### src/verilog/irpe_pkg.sv
// Package for the interrupt request / priority enable block.
// Assumes a 32-bit AXI4-Lite register port; every register is 8 bits in the low byte.
package irpe_pkg;

	// ----------------------------------------------------------------
	// Register indices (byte address is four times the index)
	// ----------------------------------------------------------------
	localparam int ADDR_W = 14;
	localparam logic [11:0] IDX_TA_REQ = 12'hfc0;
	localparam logic [11:0] IDX_TA_ENH = 12'hfc1;
	localparam logic [11:0] IDX_TA_ENL = 12'hfc2;
	localparam logic [11:0] IDX_PA_REQ = 12'hfc3;
	localparam logic [11:0] IDX_PA_ENH = 12'hfc4;
	localparam logic [11:0] IDX_PA_ENL = 12'hfc5;
	localparam logic [11:0] IDX_PC_REQ = 12'hfc6;
	localparam logic [11:0] IDX_PC_ENH = 12'hfc7;
	localparam logic [11:0] IDX_PC_ENL = 12'hfc8;
	localparam logic [11:0] IDX_CTL = 12'hfcf;
	localparam logic [11:0] IDX_PSEL = 12'hfd0;
	localparam logic [11:0] IDX_EV_STAT = 12'hfd1;
	localparam logic [11:0] IDX_EV_MASK = 12'hfd2;
	localparam logic [11:0] IDX_VEC = 12'hfd3;

	// ----------------------------------------------------------------
	// Reset values, write masks and field positions
	// ----------------------------------------------------------------
	localparam logic [7:0] RST_BYTE = 8'h00;
	localparam logic [7:0] TA_SRC_MASK = 8'h61;
	localparam logic [7:0] TA_ENL_WMASK = 8'h79;
	localparam logic [7:0] PA_SRC_MASK = 8'hff;
	localparam logic [7:0] PC_SRC_MASK = 8'h0f;
	localparam logic [7:0] CTL_WMASK = 8'h80;
	localparam logic [7:0] PSEL_WMASK = 8'h7f;
	localparam logic [7:0] EV_WMASK = 8'h07;
	localparam int TA_BIT_TIMER_B = 6;
	localparam int TA_BIT_TIMER_A = 5;
	localparam int TA_BIT_CONV = 0;
	localparam int PA_BIT_PIN7 = 7;
	localparam int PA_BIT_SHARED = 6;
	localparam int PA_LOW_PINS = 6;
	localparam int CTL_BIT_MASTER = 7;
	localparam int PSEL_BIT_CMP = 6;
	localparam int EV_BIT_PC = 0;
	localparam int EV_BIT_TA = 1;
	localparam int EV_BIT_PA = 2;

	// ----------------------------------------------------------------
	// Sources: timer/converter ids 0-7, port A 8-15, port C 16-23
	// ----------------------------------------------------------------
	localparam int GRP_W = 8;
	localparam int NSRC = 24;
	localparam int SRC_ID_W = 5;
	localparam logic [SRC_ID_W-1:0] TA_BASE = 5'h00;
	localparam logic [SRC_ID_W-1:0] PA_BASE = 5'h08;
	localparam logic [SRC_ID_W-1:0] PC_BASE = 5'h10;

	localparam logic [1:0] RESP_OKAY = 2'h0;
	localparam logic [1:0] RESP_SLVERR = 2'h2;

	// Enable / priority code, high bit then low bit
	typedef enum logic [1:0]
	{
		PRI_OFF = 2'h0,
		PRI_LOW = 2'h1,
		PRI_NOM = 2'h2,
		PRI_HIGH = 2'h3
	} irpe_pri_t;

	// Vectored request to the core
	typedef struct packed
	{
		logic valid;
		irpe_pri_t level;
		logic [SRC_ID_W-1:0] id;
	} irpe_vec_t;

endpackage
### src/verilog/irpe_arbiter.sv
// Fixed-order priority picker over all request sources.
// Assumes levels already decoded; purely combinational.
`timescale 1ns/100ps
module irpe_arbiter
	import irpe_pkg::*;
#(
	parameter int N = NSRC
)
(
	// Candidates
	input wire logic [N-1:0] pending,
	input wire logic [N-1:0][1:0] level,
	// Winner
	output logic best_valid,
	output logic [SRC_ID_W-1:0] best_id,
	output irpe_pri_t best_level
);

	// Strict compare: equal levels keep the lowest id
	always_comb
	begin
		best_valid = 1'b0;
		best_id = '0;
		best_level = PRI_OFF;
		for (int i = 0; i < N; i++)
		begin
			if (pending[i] && (level[i] > best_level))
			begin
				best_valid = 1'b1;
				best_id = SRC_ID_W'(i);
				best_level = irpe_pri_t'(level[i]);
			end
		end
	end

endmodule

### src/verilog/irpe_ctrl.sv
// Interrupt request flags, enable/priority pairs and vectored forwarding.
// Assumes an AXI4-Lite master on mclk and a core that pulses vec_ack once per taken vector.
//
// Behaviour
// - A port C pin request sets its bit in the port C request register.
// - With master enable set, the best pending enabled request goes to the core.
// - Port C request bits 3..0 match pins 3..0.
// - Same bit of timer high and low enables forms a two-bit code.
// - Code 00 off, 01 level 1, 10 level 2, 11 level 3.
// - Timer enables: bit 6 second timer, bit 5 first timer, bit 0 converter.
// - Port A requests use the same high/low enable coding.
// - Port A bit 7 pin 7, bit 6 pin 6 or comparator, 5..0 pins.
// - Port A bits 5..0 come from port A or port D per select register.
// - Port A low enable bits supply the low half of each code.
// - Port C requests have their own high/low enable pair.
// - A master enable bit gates all vectored interrupts.
//
// The AXI4-Lite slave port was chosen for this implementation.
`timescale 1ns/100ps
module irpe_ctrl
	import irpe_pkg::*;
(
	// Clock and reset
	input wire logic mclk,
	input wire logic reset,
	// AXI4-Lite write
	input wire logic [ADDR_W-1:0] s_axi_awaddr,
	input wire logic s_axi_awvalid,
	output logic s_axi_awready,
	input wire logic [31:0] s_axi_wdata,
	input wire logic [3:0] s_axi_wstrb,
	input wire logic s_axi_wvalid,
	output logic s_axi_wready,
	output logic [1:0] s_axi_bresp,
	output logic s_axi_bvalid,
	input wire logic s_axi_bready,
	// AXI4-Lite read
	input wire logic [ADDR_W-1:0] s_axi_araddr,
	input wire logic s_axi_arvalid,
	output logic s_axi_arready,
	output logic [31:0] s_axi_rdata,
	output logic [1:0] s_axi_rresp,
	output logic s_axi_rvalid,
	input wire logic s_axi_rready,
	// On-chip event pulses
	input wire logic timer_a_event,
	input wire logic timer_b_event,
	input wire logic converter_event,
	// Pins
	input wire logic [7:0] port_a_pins,
	input wire logic [5:0] port_d_pins,
	input wire logic comparator_out,
	input wire logic [3:0] port_c_pin_request,
	// Core side
	output irpe_vec_t vec_out,
	input wire logic vec_ack,
	output logic irq_out
);

	// ----------------------------------------------------------------
	// State
	// ----------------------------------------------------------------
	logic [7:0] ta_req_reg, ta_req_next, ta_enh_reg, ta_enh_next, ta_enl_reg, ta_enl_next;
	logic [7:0] pa_req_reg, pa_req_next, pa_enh_reg, pa_enh_next, pa_enl_reg, pa_enl_next;
	logic [7:0] pc_req_reg, pc_req_next, pc_enh_reg, pc_enh_next, pc_enl_reg, pc_enl_next;
	logic [7:0] ctl_reg, ctl_next, psel_reg, psel_next;
	logic [7:0] ev_stat_reg, ev_stat_next, ev_mask_reg, ev_mask_next;
	irpe_vec_t vec_reg, vec_next;
	logic irq_reg, irq_next;
	logic aw_hold_reg, aw_hold_next, w_hold_reg, w_hold_next;
	logic [ADDR_W-1:0] awaddr_reg, awaddr_next;
	logic [7:0] wbyte_reg, wbyte_next;
	logic wstrb0_reg, wstrb0_next;
	logic awready_reg, awready_next, wready_reg, wready_next;
	logic bvalid_reg, bvalid_next, arready_reg, arready_next, rvalid_reg, rvalid_next;
	logic [1:0] bresp_reg, bresp_next, rresp_reg, rresp_next;
	logic [7:0] rbyte_reg, rbyte_next;

	// ----------------------------------------------------------------
	// Event capture
	// ----------------------------------------------------------------
	logic [18:0] pin_rise;
	logic [7:0] pa_rise;
	logic [5:0] pd_rise;
	logic cmp_rise;
	logic [3:0] pc_rise;
	logic [7:0] ta_set, pa_set, pc_set;
	logic [7:0] ev_set;

	// All pins share one synchroniser bank
	irpe_pin_sync #(.WIDTH(19)) u_sync
	(
		.mclk(mclk),
		.reset(reset),
		.pin_async({port_c_pin_request, comparator_out, port_d_pins, port_a_pins}),
		.rise(pin_rise)
	);

	assign pa_rise = pin_rise[7:0];
	assign pd_rise = pin_rise[13:8];
	assign cmp_rise = pin_rise[14];
	assign pc_rise = pin_rise[18:15];

	// Map edges and pulses onto request bit positions
	always_comb
	begin
		ta_set = '0;
		ta_set[TA_BIT_TIMER_B] = timer_b_event;
		ta_set[TA_BIT_TIMER_A] = timer_a_event;
		ta_set[TA_BIT_CONV] = converter_event;
		pa_set = '0;
		pa_set[PA_BIT_PIN7] = pa_rise[PA_BIT_PIN7];
		pa_set[PA_BIT_SHARED] = psel_reg[PSEL_BIT_CMP] ? cmp_rise : pa_rise[PA_BIT_SHARED];
		for (int i = 0; i < PA_LOW_PINS; i++)
		begin
			pa_set[i] = psel_reg[i] ? pd_rise[i] : pa_rise[i];
		end
		pc_set = {4'h0, pc_rise};
		ev_set = '0;
		ev_set[EV_BIT_PC] = |pc_set;
		ev_set[EV_BIT_TA] = |ta_set;
		ev_set[EV_BIT_PA] = |pa_set;
	end

	// ----------------------------------------------------------------
	// Register write decode and next values
	// ----------------------------------------------------------------
	logic wr_en, wr_ok;
	logic [11:0] wr_idx;
	logic [7:0] wb;
	logic [NSRC-1:0] ack_clr;

	function automatic logic idx_known(input logic [11:0] idx);
		idx_known = (idx >= IDX_TA_REQ && idx <= IDX_PC_ENL) || idx == IDX_CTL
			|| (idx >= IDX_PSEL && idx <= IDX_VEC);
	endfunction

	// Masked byte update helper
	function automatic logic [7:0] upd(input logic hit, input logic [7:0] old,
		input logic [7:0] val, input logic [7:0] wmask);
		upd = hit ? ((val & wmask) | (old & ~wmask)) : old;
	endfunction

	// Hardware set always beats a clearing write or acknowledge
	always_comb
	begin
		wr_en = aw_hold_reg && w_hold_reg && !bvalid_reg;
		wr_idx = awaddr_reg[ADDR_W-1:2];
		wr_ok = wr_en && wstrb0_reg;
		wb = wbyte_reg;
		ack_clr = '0;
		if (vec_ack && vec_reg.valid)
		begin
			ack_clr[vec_reg.id] = 1'b1;
		end
		ta_enh_next = upd(wr_ok && wr_idx == IDX_TA_ENH, ta_enh_reg, wb, 8'hff);
		ta_enl_next = upd(wr_ok && wr_idx == IDX_TA_ENL, ta_enl_reg, wb, TA_ENL_WMASK);
		pa_enh_next = upd(wr_ok && wr_idx == IDX_PA_ENH, pa_enh_reg, wb, 8'hff);
		pa_enl_next = upd(wr_ok && wr_idx == IDX_PA_ENL, pa_enl_reg, wb, 8'hff);
		pc_enh_next = upd(wr_ok && wr_idx == IDX_PC_ENH, pc_enh_reg, wb, 8'hff);
		pc_enl_next = upd(wr_ok && wr_idx == IDX_PC_ENL, pc_enl_reg, wb, 8'hff);
		ctl_next = upd(wr_ok && wr_idx == IDX_CTL, ctl_reg, wb, CTL_WMASK);
		psel_next = upd(wr_ok && wr_idx == IDX_PSEL, psel_reg, wb, PSEL_WMASK);
		ev_mask_next = upd(wr_ok && wr_idx == IDX_EV_MASK, ev_mask_reg, wb, EV_WMASK);
		ta_req_next = (upd(wr_ok && wr_idx == IDX_TA_REQ, ta_req_reg, wb, 8'hff)
			& ~ack_clr[TA_BASE +: GRP_W]) | ta_set;
		pa_req_next = (upd(wr_ok && wr_idx == IDX_PA_REQ, pa_req_reg, wb, 8'hff)
			& ~ack_clr[PA_BASE +: GRP_W]) | pa_set;
		pc_req_next = (upd(wr_ok && wr_idx == IDX_PC_REQ, pc_req_reg, wb, 8'hff)
			& ~ack_clr[PC_BASE +: GRP_W]) | pc_set;
		ev_stat_next = ev_stat_reg & ~((wr_ok && wr_idx == IDX_EV_STAT) ? wb : 8'h00);
		ev_stat_next = (ev_stat_next & EV_WMASK) | ev_set;
		irq_next = |(ev_stat_next & ev_mask_next);
	end

	// ----------------------------------------------------------------
	// Priority decode and vector selection
	// ----------------------------------------------------------------
	logic [NSRC-1:0] pend_next;
	logic [NSRC-1:0][1:0] lvl_next;
	logic best_valid;
	logic [SRC_ID_W-1:0] best_id;
	irpe_pri_t best_level;

	// Reserved positions never compete, whatever software left there
	assign pend_next = {pc_req_next & PC_SRC_MASK, pa_req_next & PA_SRC_MASK,
		ta_req_next & TA_SRC_MASK};

	// Per-bit high/low pair forms the level code
	for (genvar g = 0; g < GRP_W; g++)
	begin : g_code
		assign lvl_next[TA_BASE + g] = {ta_enh_next[g], ta_enl_next[g]};
		assign lvl_next[PA_BASE + g] = {pa_enh_next[g], pa_enl_next[g]};
		assign lvl_next[PC_BASE + g] = {pc_enh_next[g], pc_enl_next[g]};
	end

	irpe_arbiter #(.N(NSRC)) u_arb
	(
		.pending(pend_next),
		.level(lvl_next),
		.best_valid(best_valid),
		.best_id(best_id),
		.best_level(best_level)
	);

	// Built from next values so an acknowledged source drops on the same edge
	always_comb
	begin
		vec_next.valid = ctl_next[CTL_BIT_MASTER] && best_valid;
		vec_next.level = best_level;
		vec_next.id = best_id;
	end

	// ----------------------------------------------------------------
	// AXI4-Lite slave
	// ----------------------------------------------------------------
	logic [11:0] rd_idx;
	logic [7:0] rd_val;

	// Read mux; polling reads see raw request flags
	always_comb
	begin
		rd_idx = s_axi_araddr[ADDR_W-1:2];
		case (rd_idx)
			IDX_TA_REQ: rd_val = ta_req_reg;
			IDX_TA_ENH: rd_val = ta_enh_reg;
			IDX_TA_ENL: rd_val = ta_enl_reg;
			IDX_PA_REQ: rd_val = pa_req_reg;
			IDX_PA_ENH: rd_val = pa_enh_reg;
			IDX_PA_ENL: rd_val = pa_enl_reg;
			IDX_PC_REQ: rd_val = pc_req_reg;
			IDX_PC_ENH: rd_val = pc_enh_reg;
			IDX_PC_ENL: rd_val = pc_enl_reg;
			IDX_CTL: rd_val = ctl_reg;
			IDX_PSEL: rd_val = psel_reg;
			IDX_EV_STAT: rd_val = ev_stat_reg;
			IDX_EV_MASK: rd_val = ev_mask_reg;
			IDX_VEC: rd_val = vec_reg;
			default: rd_val = RST_BYTE;
		endcase
	end

	// Address and data taken in either order; one write completes at a time
	always_comb
	begin
		aw_hold_next = aw_hold_reg;
		w_hold_next = w_hold_reg;
		awaddr_next = awaddr_reg;
		wbyte_next = wbyte_reg;
		wstrb0_next = wstrb0_reg;
		bvalid_next = bvalid_reg;
		bresp_next = bresp_reg;
		if (s_axi_awvalid && awready_reg)
		begin
			aw_hold_next = 1'b1;
			awaddr_next = s_axi_awaddr;
		end
		if (s_axi_wvalid && wready_reg)
		begin
			w_hold_next = 1'b1;
			wbyte_next = s_axi_wdata[7:0];
			wstrb0_next = s_axi_wstrb[0];
		end
		if (wr_en)
		begin
			aw_hold_next = 1'b0;
			w_hold_next = 1'b0;
			bvalid_next = 1'b1;
			bresp_next = idx_known(wr_idx) ? RESP_OKAY : RESP_SLVERR;
		end
		else if (bvalid_reg && s_axi_bready)
		begin
			bvalid_next = 1'b0;
		end
		awready_next = !aw_hold_next && !bvalid_next;
		wready_next = !w_hold_next && !bvalid_next;
		rvalid_next = rvalid_reg;
		rbyte_next = rbyte_reg;
		rresp_next = rresp_reg;
		if (s_axi_arvalid && arready_reg)
		begin
			rvalid_next = 1'b1;
			rbyte_next = rd_val;
			rresp_next = idx_known(rd_idx) ? RESP_OKAY : RESP_SLVERR;
		end
		else if (rvalid_reg && s_axi_rready)
		begin
			rvalid_next = 1'b0;
		end
		arready_next = !rvalid_next;
	end

	// ----------------------------------------------------------------
	// Registers
	// ----------------------------------------------------------------
	always_ff @(posedge mclk)
	begin
		if (reset)
		begin
			ta_req_reg <= RST_BYTE;
			ta_enh_reg <= RST_BYTE;
			ta_enl_reg <= RST_BYTE;
			pa_req_reg <= RST_BYTE;
			pa_enh_reg <= RST_BYTE;
			pa_enl_reg <= RST_BYTE;
			pc_req_reg <= RST_BYTE;
			pc_enh_reg <= RST_BYTE;
			pc_enl_reg <= RST_BYTE;
			ctl_reg <= RST_BYTE;
			psel_reg <= RST_BYTE;
			ev_stat_reg <= RST_BYTE;
			ev_mask_reg <= RST_BYTE;
			vec_reg <= '0;
			irq_reg <= 1'b0;
			aw_hold_reg <= 1'b0;
			w_hold_reg <= 1'b0;
			awaddr_reg <= '0;
			wbyte_reg <= RST_BYTE;
			wstrb0_reg <= 1'b0;
			awready_reg <= 1'b0;
			wready_reg <= 1'b0;
			bvalid_reg <= 1'b0;
			bresp_reg <= RESP_OKAY;
			arready_reg <= 1'b0;
			rvalid_reg <= 1'b0;
			rbyte_reg <= RST_BYTE;
			rresp_reg <= RESP_OKAY;
		end
		else
		begin
			ta_req_reg <= ta_req_next;
			ta_enh_reg <= ta_enh_next;
			ta_enl_reg <= ta_enl_next;
			pa_req_reg <= pa_req_next;
			pa_enh_reg <= pa_enh_next;
			pa_enl_reg <= pa_enl_next;
			pc_req_reg <= pc_req_next;
			pc_enh_reg <= pc_enh_next;
			pc_enl_reg <= pc_enl_next;
			ctl_reg <= ctl_next;
			psel_reg <= psel_next;
			ev_stat_reg <= ev_stat_next;
			ev_mask_reg <= ev_mask_next;
			vec_reg <= vec_next;
			irq_reg <= irq_next;
			aw_hold_reg <= aw_hold_next;
			w_hold_reg <= w_hold_next;
			awaddr_reg <= awaddr_next;
			wbyte_reg <= wbyte_next;
			wstrb0_reg <= wstrb0_next;
			awready_reg <= awready_next;
			wready_reg <= wready_next;
			bvalid_reg <= bvalid_next;
			bresp_reg <= bresp_next;
			arready_reg <= arready_next;
			rvalid_reg <= rvalid_next;
			rbyte_reg <= rbyte_next;
			rresp_reg <= rresp_next;
		end
	end

	// Outputs straight from flops
	assign s_axi_awready = awready_reg;
	assign s_axi_wready = wready_reg;
	assign s_axi_bvalid = bvalid_reg;
	assign s_axi_bresp = bresp_reg;
	assign s_axi_arready = arready_reg;
	assign s_axi_rvalid = rvalid_reg;
	assign s_axi_rresp = rresp_reg;
	assign s_axi_rdata = {24'h000000, rbyte_reg};
	assign vec_out = vec_reg;
	assign irq_out = irq_reg;

	// ----------------------------------------------------------------
	// Checks
	// ----------------------------------------------------------------
	logic [NSRC-1:0] pend_now;
	logic [1:0] max_lvl;

	// Highest enabled level among currently held requests
	always_comb
	begin
		pend_now = {pc_req_reg & PC_SRC_MASK, pa_req_reg, ta_req_reg & TA_SRC_MASK};
		max_lvl = 2'h0;
		for (int i = 0; i < GRP_W; i++)
		begin
			if (pend_now[TA_BASE + i] && {ta_enh_reg[i], ta_enl_reg[i]} > max_lvl)
				max_lvl = {ta_enh_reg[i], ta_enl_reg[i]};
			if (pend_now[PA_BASE + i] && {pa_enh_reg[i], pa_enl_reg[i]} > max_lvl)
				max_lvl = {pa_enh_reg[i], pa_enl_reg[i]};
			if (pend_now[PC_BASE + i] && {pc_enh_reg[i], pc_enl_reg[i]} > max_lvl)
				max_lvl = {pc_enh_reg[i], pc_enl_reg[i]};
		end
	end
endmodule

### src/verilog/irpe_pin_sync.sv
// Three-stage synchroniser with agreement filter and rising-edge pulse.
// Assumes pins are asynchronous to mclk; output pulse is combinational on mclk.
`timescale 1ns/100ps
module irpe_pin_sync
	import irpe_pkg::*;
#(
	parameter int WIDTH = 1
)
(
	// Clock and reset
	input wire logic mclk,
	input wire logic reset,
	// Pins and edge pulses
	input wire logic [WIDTH-1:0] pin_async,
	output logic [WIDTH-1:0] rise
);

	logic [WIDTH-1:0] s1_reg;
	logic [WIDTH-1:0] s2_reg;
	logic [WIDTH-1:0] s3_reg;
	logic [WIDTH-1:0] level_reg;
	logic [WIDTH-1:0] level_next;
	logic [WIDTH-1:0] agree;

	// A change counts only once stages two and three agree
	always_comb
	begin
		agree = ~(s2_reg ^ s3_reg);
		level_next = (agree & s2_reg) | (~agree & level_reg);
		rise = level_next & ~level_reg;
	end

	// Stage one is read by stage two only
	always_ff @(posedge mclk)
	begin
		if (reset)
		begin
			s1_reg <= '0;
			s2_reg <= '0;
			s3_reg <= '0;
			level_reg <= '0;
		end
		else
		begin
			s1_reg <= pin_async;
			s2_reg <= s1_reg;
			s3_reg <= s2_reg;
			level_reg <= level_next;
		end
	end

endmodule

### config.mk
export PLATFORM = sky130hd
export DESIGN_NAME = irpe_ctrl
export DESIGN_NICKNAME = d
export VERILOG_FILES = /design/src/verilog/irpe_pkg.sv /design/src/verilog/irpe_arbiter.sv /design/src/verilog/irpe_ctrl.sv /design/src/verilog/irpe_pin_sync.sv
export SDC_FILE = /design/constraint.sdc
export NUM_CORES = 1
export LEC_CHECK = 0
export ABC_AREA = 1
export BUFFER_PORTS_ARGS = -buffer_cell sky130_fd_sc_hd__buf_2
export CORE_MARGIN = 1.5
export CORE_UTILIZATION = 52
export CTS_CLUSTER_DIAMETER = 100
export CTS_CLUSTER_SIZE = 20
export DETAILED_ROUTE_END_ITERATION = 7
export GPL_ROUTABILITY_DRIVEN = 1
export PLACE_DENSITY_LB_ADDON = 0.3
export SLEW_MARGIN = 20
export SYNTH_ARGS = -nofsm -noshare
export SYNTH_HDL_FRONTEND = slang
export SYNTH_SLANG_ARGS = --single-unit
### constraint.sdc
create_clock -name mclk -period 16.45 [get_ports mclk]
set_input_delay 3.29 -clock mclk [delete_from_list [all_inputs] [get_ports mclk]]
set_output_delay 3.29 -clock mclk [all_outputs]
set_load 0.01 [all_outputs]
Word-level counts from Yosys, hierarchy flattened
Cells that the tools add are included.
Widths: inputs -> output; s select.
{"block": "op_classes", "magnitude_cmp": 25, "bitwise": 25, "reduce_logical": 59, "muxes": 77, "eq_ne": 27}
{"cell": "$eq 12x12->1 const B", "n": 27}
{"cell": "$pmux 8 s14", "n": 1}
{"cell": "$and 19x19->19", "n": 3}
{"cell": "$not 19->19", "n": 3}
{"cell": "$mux 8", "n": 7}
{"cell": "$ge 12x12->1 const B", "n": 4}
{"cell": "$le 12x12->1 const B", "n": 4}
{"cell": "$logic_and 1x1->1", "n": 45}
{"cell": "$mux 4", "n": 10}
{"cell": "$mux 2", "n": 17}
{"cell": "$mux 1", "n": 31}
{"cell": "$gt 2x2->1", "n": 14}
{"cell": "$and 8x8->8", "n": 3}
{"cell": "$mux 24", "n": 1}
{"cell": "$not 8->8", "n": 3}
{"cell": "$mux 5", "n": 4}
{"cell": "$or 19x19->19", "n": 1}
{"cell": "$xor 19x19->19", "n": 1}
{"cell": "$or 7x8->8", "n": 2}
{"cell": "$or 8x7->8", "n": 2}
{"cell": "$reduce_or 8->1", "n": 2}
{"cell": "$mux 7", "n": 2}
{"cell": "$mux 3", "n": 3}
{"cell": "$and 3x8->8", "n": 1}
{"cell": "15 further kinds", "n": 22}
{"block": "word_totals", "in_bits": 94, "ff_bits": 226, "output_inout_bits": 50, "wordCells": 253}

Logic depth before layout (Yosys ltp)
{"block": "depth", "ltp_word": 53, "ltp_mapped": 107, "mapped_depth_nobuf": 107}

Modules after synthesis
From an unflattened synthesis, not the netlist that was laid out.
{"block": "unflattened", "hier_cells": 1737, "hier_area_um2": 11170.7}
{"module": "irpe_ctrl", "n_inst": 1, "seq_area_each_um2": 2602.5, "cells_each": 985, "area_per_inst_um2": 6522.5}
{"module": "irpe_pin_sync", "n_inst": 1, "seq_area_each_um2": 1521.5, "cells_each": 368, "area_per_inst_um2": 2677.6}
{"module": "irpe_arbiter", "n_inst": 1, "seq_area_each_um2": 0.0, "cells_each": 384, "area_per_inst_um2": 1970.6}

Worst setup path after synthesis
Ideal clock, no wire load.
{"block": "synth_timing", "path_type": "input -> register", "from": "in vec_ack", "to": "reg vec_reg, in the netlist vec_out[2]", "setup_ps": 64, "arrival_time_ps": 16544, "cell_stages": 92, "slack_ps": -158, "t_required_ps": 16386, "n_path_buf": 0, "cell_sequence": "nand2_1 > nor3_1 > nand2_1 > nand3_1 > nand2_1 > nand2_1 > inv_1 > ha_1 > a21oi_1 > nand2_1 > o21a_1 > ha_1 > a21oi_1 > nand2_2 > or2_2 > nand2_1 > ha_1 > nor2_1 > [56 not listed] > nand2_1 > ha_1 > o31ai_1 > nand2_1 > nand3_1 > and2_1 > ha_1 > o31ai_2 > nand3_2 > or2_1 > nand2_1 > ha_1 > nor2_1 > o211ai_1 > nand2_1 > nor2_1 > nand2_1 > nor2_1"}
{"block": "synth_via", "elab_chain_cells": 49, "elab_cells_between_ends": 65, "classes_between": "14 x order compare; 25 x mux; 9 x bitwise; 17 x reduce/logical"}
{"item": "from (decl)", "line": "irpe_ctrl.sv:56", "source": "input wire logic vec_ack,"}
{"item": "$logic_and 1x1->1 (*)", "line": "irpe_ctrl.sv:152", "source": "if (vec_ack && vec_reg.valid)"}
{"item": "$mux 24 (*)", "line": "irpe_ctrl.sv:152"}
{"item": "$not 8->8", "line": "irpe_ctrl.sv:166", "source": "& ~ack_clr[TA_BASE +: GRP_W]) | ta_set;"}
{"item": "$and 8x8->8", "line": "irpe_ctrl.sv:166"}
{"item": "$or 8x7->8", "line": "irpe_ctrl.sv:166"}
{"item": "$logic_and 1x1->1", "line": "irpe_arbiter.sv:27", "source": "if (pending[i] && (level[i] > best_level))"}
{"item": "$mux 2", "line": "irpe_arbiter.sv:27"}
{"item": "$gt 2x2->1", "line": "irpe_arbiter.sv:27"}
{"item": "[33 not listed]"}
{"item": "$logic_and 1x1->1", "line": "irpe_arbiter.sv:27"}
{"item": "$mux 2", "line": "irpe_arbiter.sv:27"}
{"item": "$gt 2x2->1", "line": "irpe_arbiter.sv:27"}
{"item": "$logic_and 1x1->1", "line": "irpe_arbiter.sv:27"}
{"item": "$mux 2", "line": "irpe_arbiter.sv:27"}
{"item": "$gt 2x2->1", "line": "irpe_arbiter.sv:27"}
{"item": "$logic_and 1x1->1", "line": "irpe_arbiter.sv:27"}
{"item": "$reduce_or 5->1 (no source line)"}
{"item": "to (signal assigned)", "line": "irpe_ctrl.sv:344", "source": "vec_reg <= vec_next;"}
{"item": "to (decl)", "line": "irpe_ctrl.sv:68", "source": "irpe_vec_t vec_reg, vec_next;"}
Mark *: on every way between the ends. The rest lies on a longest branch, timed or not.
A chain may end at the register's enable or synchronous reset.

Final worst setup path
{"block": "layout_timing", "from": "in vec_ack", "to": "reg vec_reg, in the netlist vec_out[5]"}
{"block": "layout_via", "elab_chain_cells": 49, "elab_cells_between_ends": 55, "classes_between": "14 x order compare; 16 x mux; 9 x bitwise; 16 x reduce/logical"}
{"item": "$logic_and 1x1->1 (*)", "line": "irpe_ctrl.sv:152"}
{"item": "$mux 24 (*)", "line": "irpe_ctrl.sv:152"}
{"item": "$not 8->8", "line": "irpe_ctrl.sv:166"}
{"item": "$and 8x8->8", "line": "irpe_ctrl.sv:166"}
{"item": "$or 8x7->8", "line": "irpe_ctrl.sv:166"}
{"item": "$logic_and 1x1->1", "line": "irpe_arbiter.sv:27"}
{"item": "$mux 2", "line": "irpe_arbiter.sv:27"}
{"item": "$gt 2x2->1", "line": "irpe_arbiter.sv:27"}
{"item": "[33 not listed]"}
{"item": "$logic_and 1x1->1", "line": "irpe_arbiter.sv:27"}
{"item": "$mux 2", "line": "irpe_arbiter.sv:27"}
{"item": "$gt 2x2->1", "line": "irpe_arbiter.sv:27"}
{"item": "$logic_and 1x1->1", "line": "irpe_arbiter.sv:27"}
{"item": "$mux 2", "line": "irpe_arbiter.sv:27"}
{"item": "$gt 2x2->1", "line": "irpe_arbiter.sv:27"}
{"item": "$logic_and 1x1->1", "line": "irpe_arbiter.sv:27"}
{"item": "$mux 2 (*)", "line": "irpe_arbiter.sv:27"}
Marked as above.

==> results by group <==
Yosys
  • Sequential fraction of the synthesis area: 43.11%
  • Post-synth ARST share: 0%
  • Count of different cell masters after synthesis: 48
  • Avg Inst Size Synth: 7.166 µm²
  • Ys flop type: dfxtp_1
  • #FFs+latches synth: 206
  • Synth Instances: 1335
  • Leading area contributor after synthesis: dfxtp_1
  • Synth warn: 0
  • Post-synth EDFFs: 0
  • Synth top area share: 43.11%
  • Main area contributors after synthesis: dfxtp_1, nor2_1, inv_1
  • Synth Cell Area: roughly 9600 µm²

Routing
  • Drt total wl: 29550 µm
  • Pre-antenna DRT Iters: 5
  • DRT iter0 DRCs: 979
  • Antenna violation net count after detailed routing: 0
  • DR vias: 9680
  • Wire length per cell: about 17 µm
  • Drc violations: 0
  • Drt via density: 5.463

Job
  • Max Cap Viol: 0

Power
  • Pleak: ~5.5 nW
  • Seq pwr share: 57.0%
  • P per Cell Area: 75.52 nW/µm²
  • Internal power: between 0.6 and 0.7 mW
  • Peak VDD IR: roughly 0.0001 V
  • Logic gate share of total power: approximately 6.1%
  • Clock power frac: 36.8%
  • Net switching power figure: between 0.2 and 0.25 mW
  • Switching share of total power: ~24%

Hold path
  • Hold Path Class: reg -> reg

Worst setup path
  • Max FO, Critical Path: 5
  • Critical Path Start Type: input port
  • Critical Path AT: 16700 ps
  • Worst endpoint required time: 16880 ps
  • Critical-path top delay cell: o31ai_2
  • WS Path Type: in -> reg
  • Critical Path Sink Type: flip-flop
  • CP max stage delay: 320 ps
  • Crit-path most repeated cell: nand2_2

STA
  • Fin crit period: 16270 ps
  • Slew HR: 34.55%
  • RSZ-0062 raised after global routing: yes
  • Final worst path period share: 98.93%
  • Final worst slack: around 180 ps
  • Final setup violation count: 0
  • Hold Slack: approximately 390 ps
  • Slew @ Worst Pin: 957.1 ps
  • FMAX: 61.45 MHz
  • Fin. Hold Viols: 0
  • Max-slew violations: 0
  • Final clock skew: ~31 ps

Cells and area
  • Share of layout cells above drive strength 1: between 20% and 30%
  • Layout Cells excl Fill: 1772
  • Final #Nets: 1654
  • Final core occ: 67.06%
  • P&R area growth vs syn: 26.35%
  • Ant diodes: 0

Die
  • Die width: 138.6 µm
  • Die Area: 19220 µm²
  • Core Area: around 18000 µm²
  • Vert. Die Dim: 138.6 µm
  • Row count: 49
  • Initial Utilization: 53.08%
  • Ports: 144

Placement
  • GPL Wtd Cong: 0.9770
  • Input/output buffers: 86
  • Total placed cells including tap cells: 1662
  • Post-Place Setup Slack: -1067 ps
  • Post-DP HPWL: 19320 µm

Global routing
  • GR Overflow Total: 0
  • Antenna violations before repair: 0
  • Pin count of the biggest net entering global routing: 102
  • Number of global-route vias before repair: 8724
  • First-pass GRT wire length: 44950 µm
  • GR Util All Layers: 29.22%

CTS
  • CTS tree: yes
  • Max Root-Sink Buffers: 3
  • Clock network latency to the later pin of the worst-skew pair: 490 ps
  • CTS Buf Count: 14
  • Clk slew on worst S/H paths: 80 ps
  • Clock Tree Root: clkbuf_16
  • Sink Count: 206
  • H-tree depth: 1

Run status
  • Outcome: finished, final reports clean
==> worst max-delay path, delay by kind of cell <==
kind | cells | cell delay (ps)
and+or+nand+nor | 61 | 7100
adders and majority gates | 14 | 3060
AOI/OAI and AO/OA | 15 | 2270
buffers and inverters | 12 | 950
==> Yosys cell counts (6+ instances only) <==
cell	n
o21ai_0	93
o22ai_1	13
o221ai_1	14
nor4_1	8
inv_1	211
nand4_1	9
nor2_1	235
nand3_1	46
a221oi_1	14
buf_4	26
clkbuf_1	29
or2_2	6
inv_2	6
nor3_1	23
clkinv_1	6
o31ai_1	6
a21oi_1	86
ha_1	17
nand2_2	10
nand2_1	187
dfxtp_1	206
a211oi_1	12
nand3_2	7
==> worst paths after layout <==
check                         start                end  slack [ps]  cells after the start
hold / removal    u_sync.s1_reg[15]  u_sync.s2_reg[15]         390                      2
setup reg to reg        aw_hold_reg         vec_out[5]        1780                     99
setup / recovery            vec_ack         vec_out[5]         180                    102
hold reg to reg   u_sync.s1_reg[15]  u_sync.s2_reg[15]         390                      2
==> cells in the final DEF, fill, tap and decap left out, drive strengths merged, types with 14 or more instances in the layout <==
cell type	instances
nor2	245
buf	226
inv	218
dfxtp	206
nand2	198
o21ai	100
a21oi	89
nand3	53
conb	26
nor3	23
ha	17
clkbuf	15
o221ai	14
a221oi	14
==> area by class of cell <==
cell class              instances  area [µm²]
clock inverters                 1       16.27
repair buffers                226        1498
inverters                     223       837.1
well taps                     229       286.5
clock buffers                  15       375.4
multi-input cells             872        4951
fillers                      1499        5937
flip-flops and latches        206        4124
==> per-layer routing <==
layer	part of all wire (%)	wire [µm]	vias up	global-route usage, %
li1	-	-	4677	-
met1	40	11930	4400	37.06
met2	45	13210	482	47.05
met3	8.4	2468	121	4.454
met4	6.6	1947	0	17.93
met5	0	0	-	0
==> logic make-up after synthesis <==
logic type,share of synthesized area (%)
AND/OR/NAND/NOR,25.20
AO/OA/AOI/OAI,17.32
other,0.03920
flip-flops,43.11
buffers and inverters,12.11
adder cells (fa/ha/maj),2.223
==> repair_timing <==
action,CTS,global route
hold buffers,0,0
pin swaps,24,81
buffers inserted,81,21
gates resized for setup,31,94
setup endpoints to repair,8,8
==> power by group through the flow <==
stage               clock (mW)  sequential, mW  combinational (mW)
floorplan                    0           0.529              0.0392
global placement             0           0.532              0.0536
detailed placement           0           0.532              0.0542
CTS                      0.340           0.520              0.0548
global route             0.357           0.522              0.0627
finish                   0.336           0.521              0.0561
==> metrics by stage <==
| stage | total power [mW] | area, µm² | setup TNS, ps |
|---|---|---|---|
| 6_report | 0.9129 | 12090 | 0 |
| 5_1_grt | 0.9415 | 12090 | -2932 |
| 4_1_cts | 0.9154 | 11560 | -1.918 |
| 3_5_place_dp | 0.5861 | 10430 | -7925 |
| 3_3_place_gp | 0.5851 | 10430 | -5558 |
| 2_1_floorplan | 0.5681 | 9684 | 0 |
No activity file was read; power rests on OpenSTA's default activity.
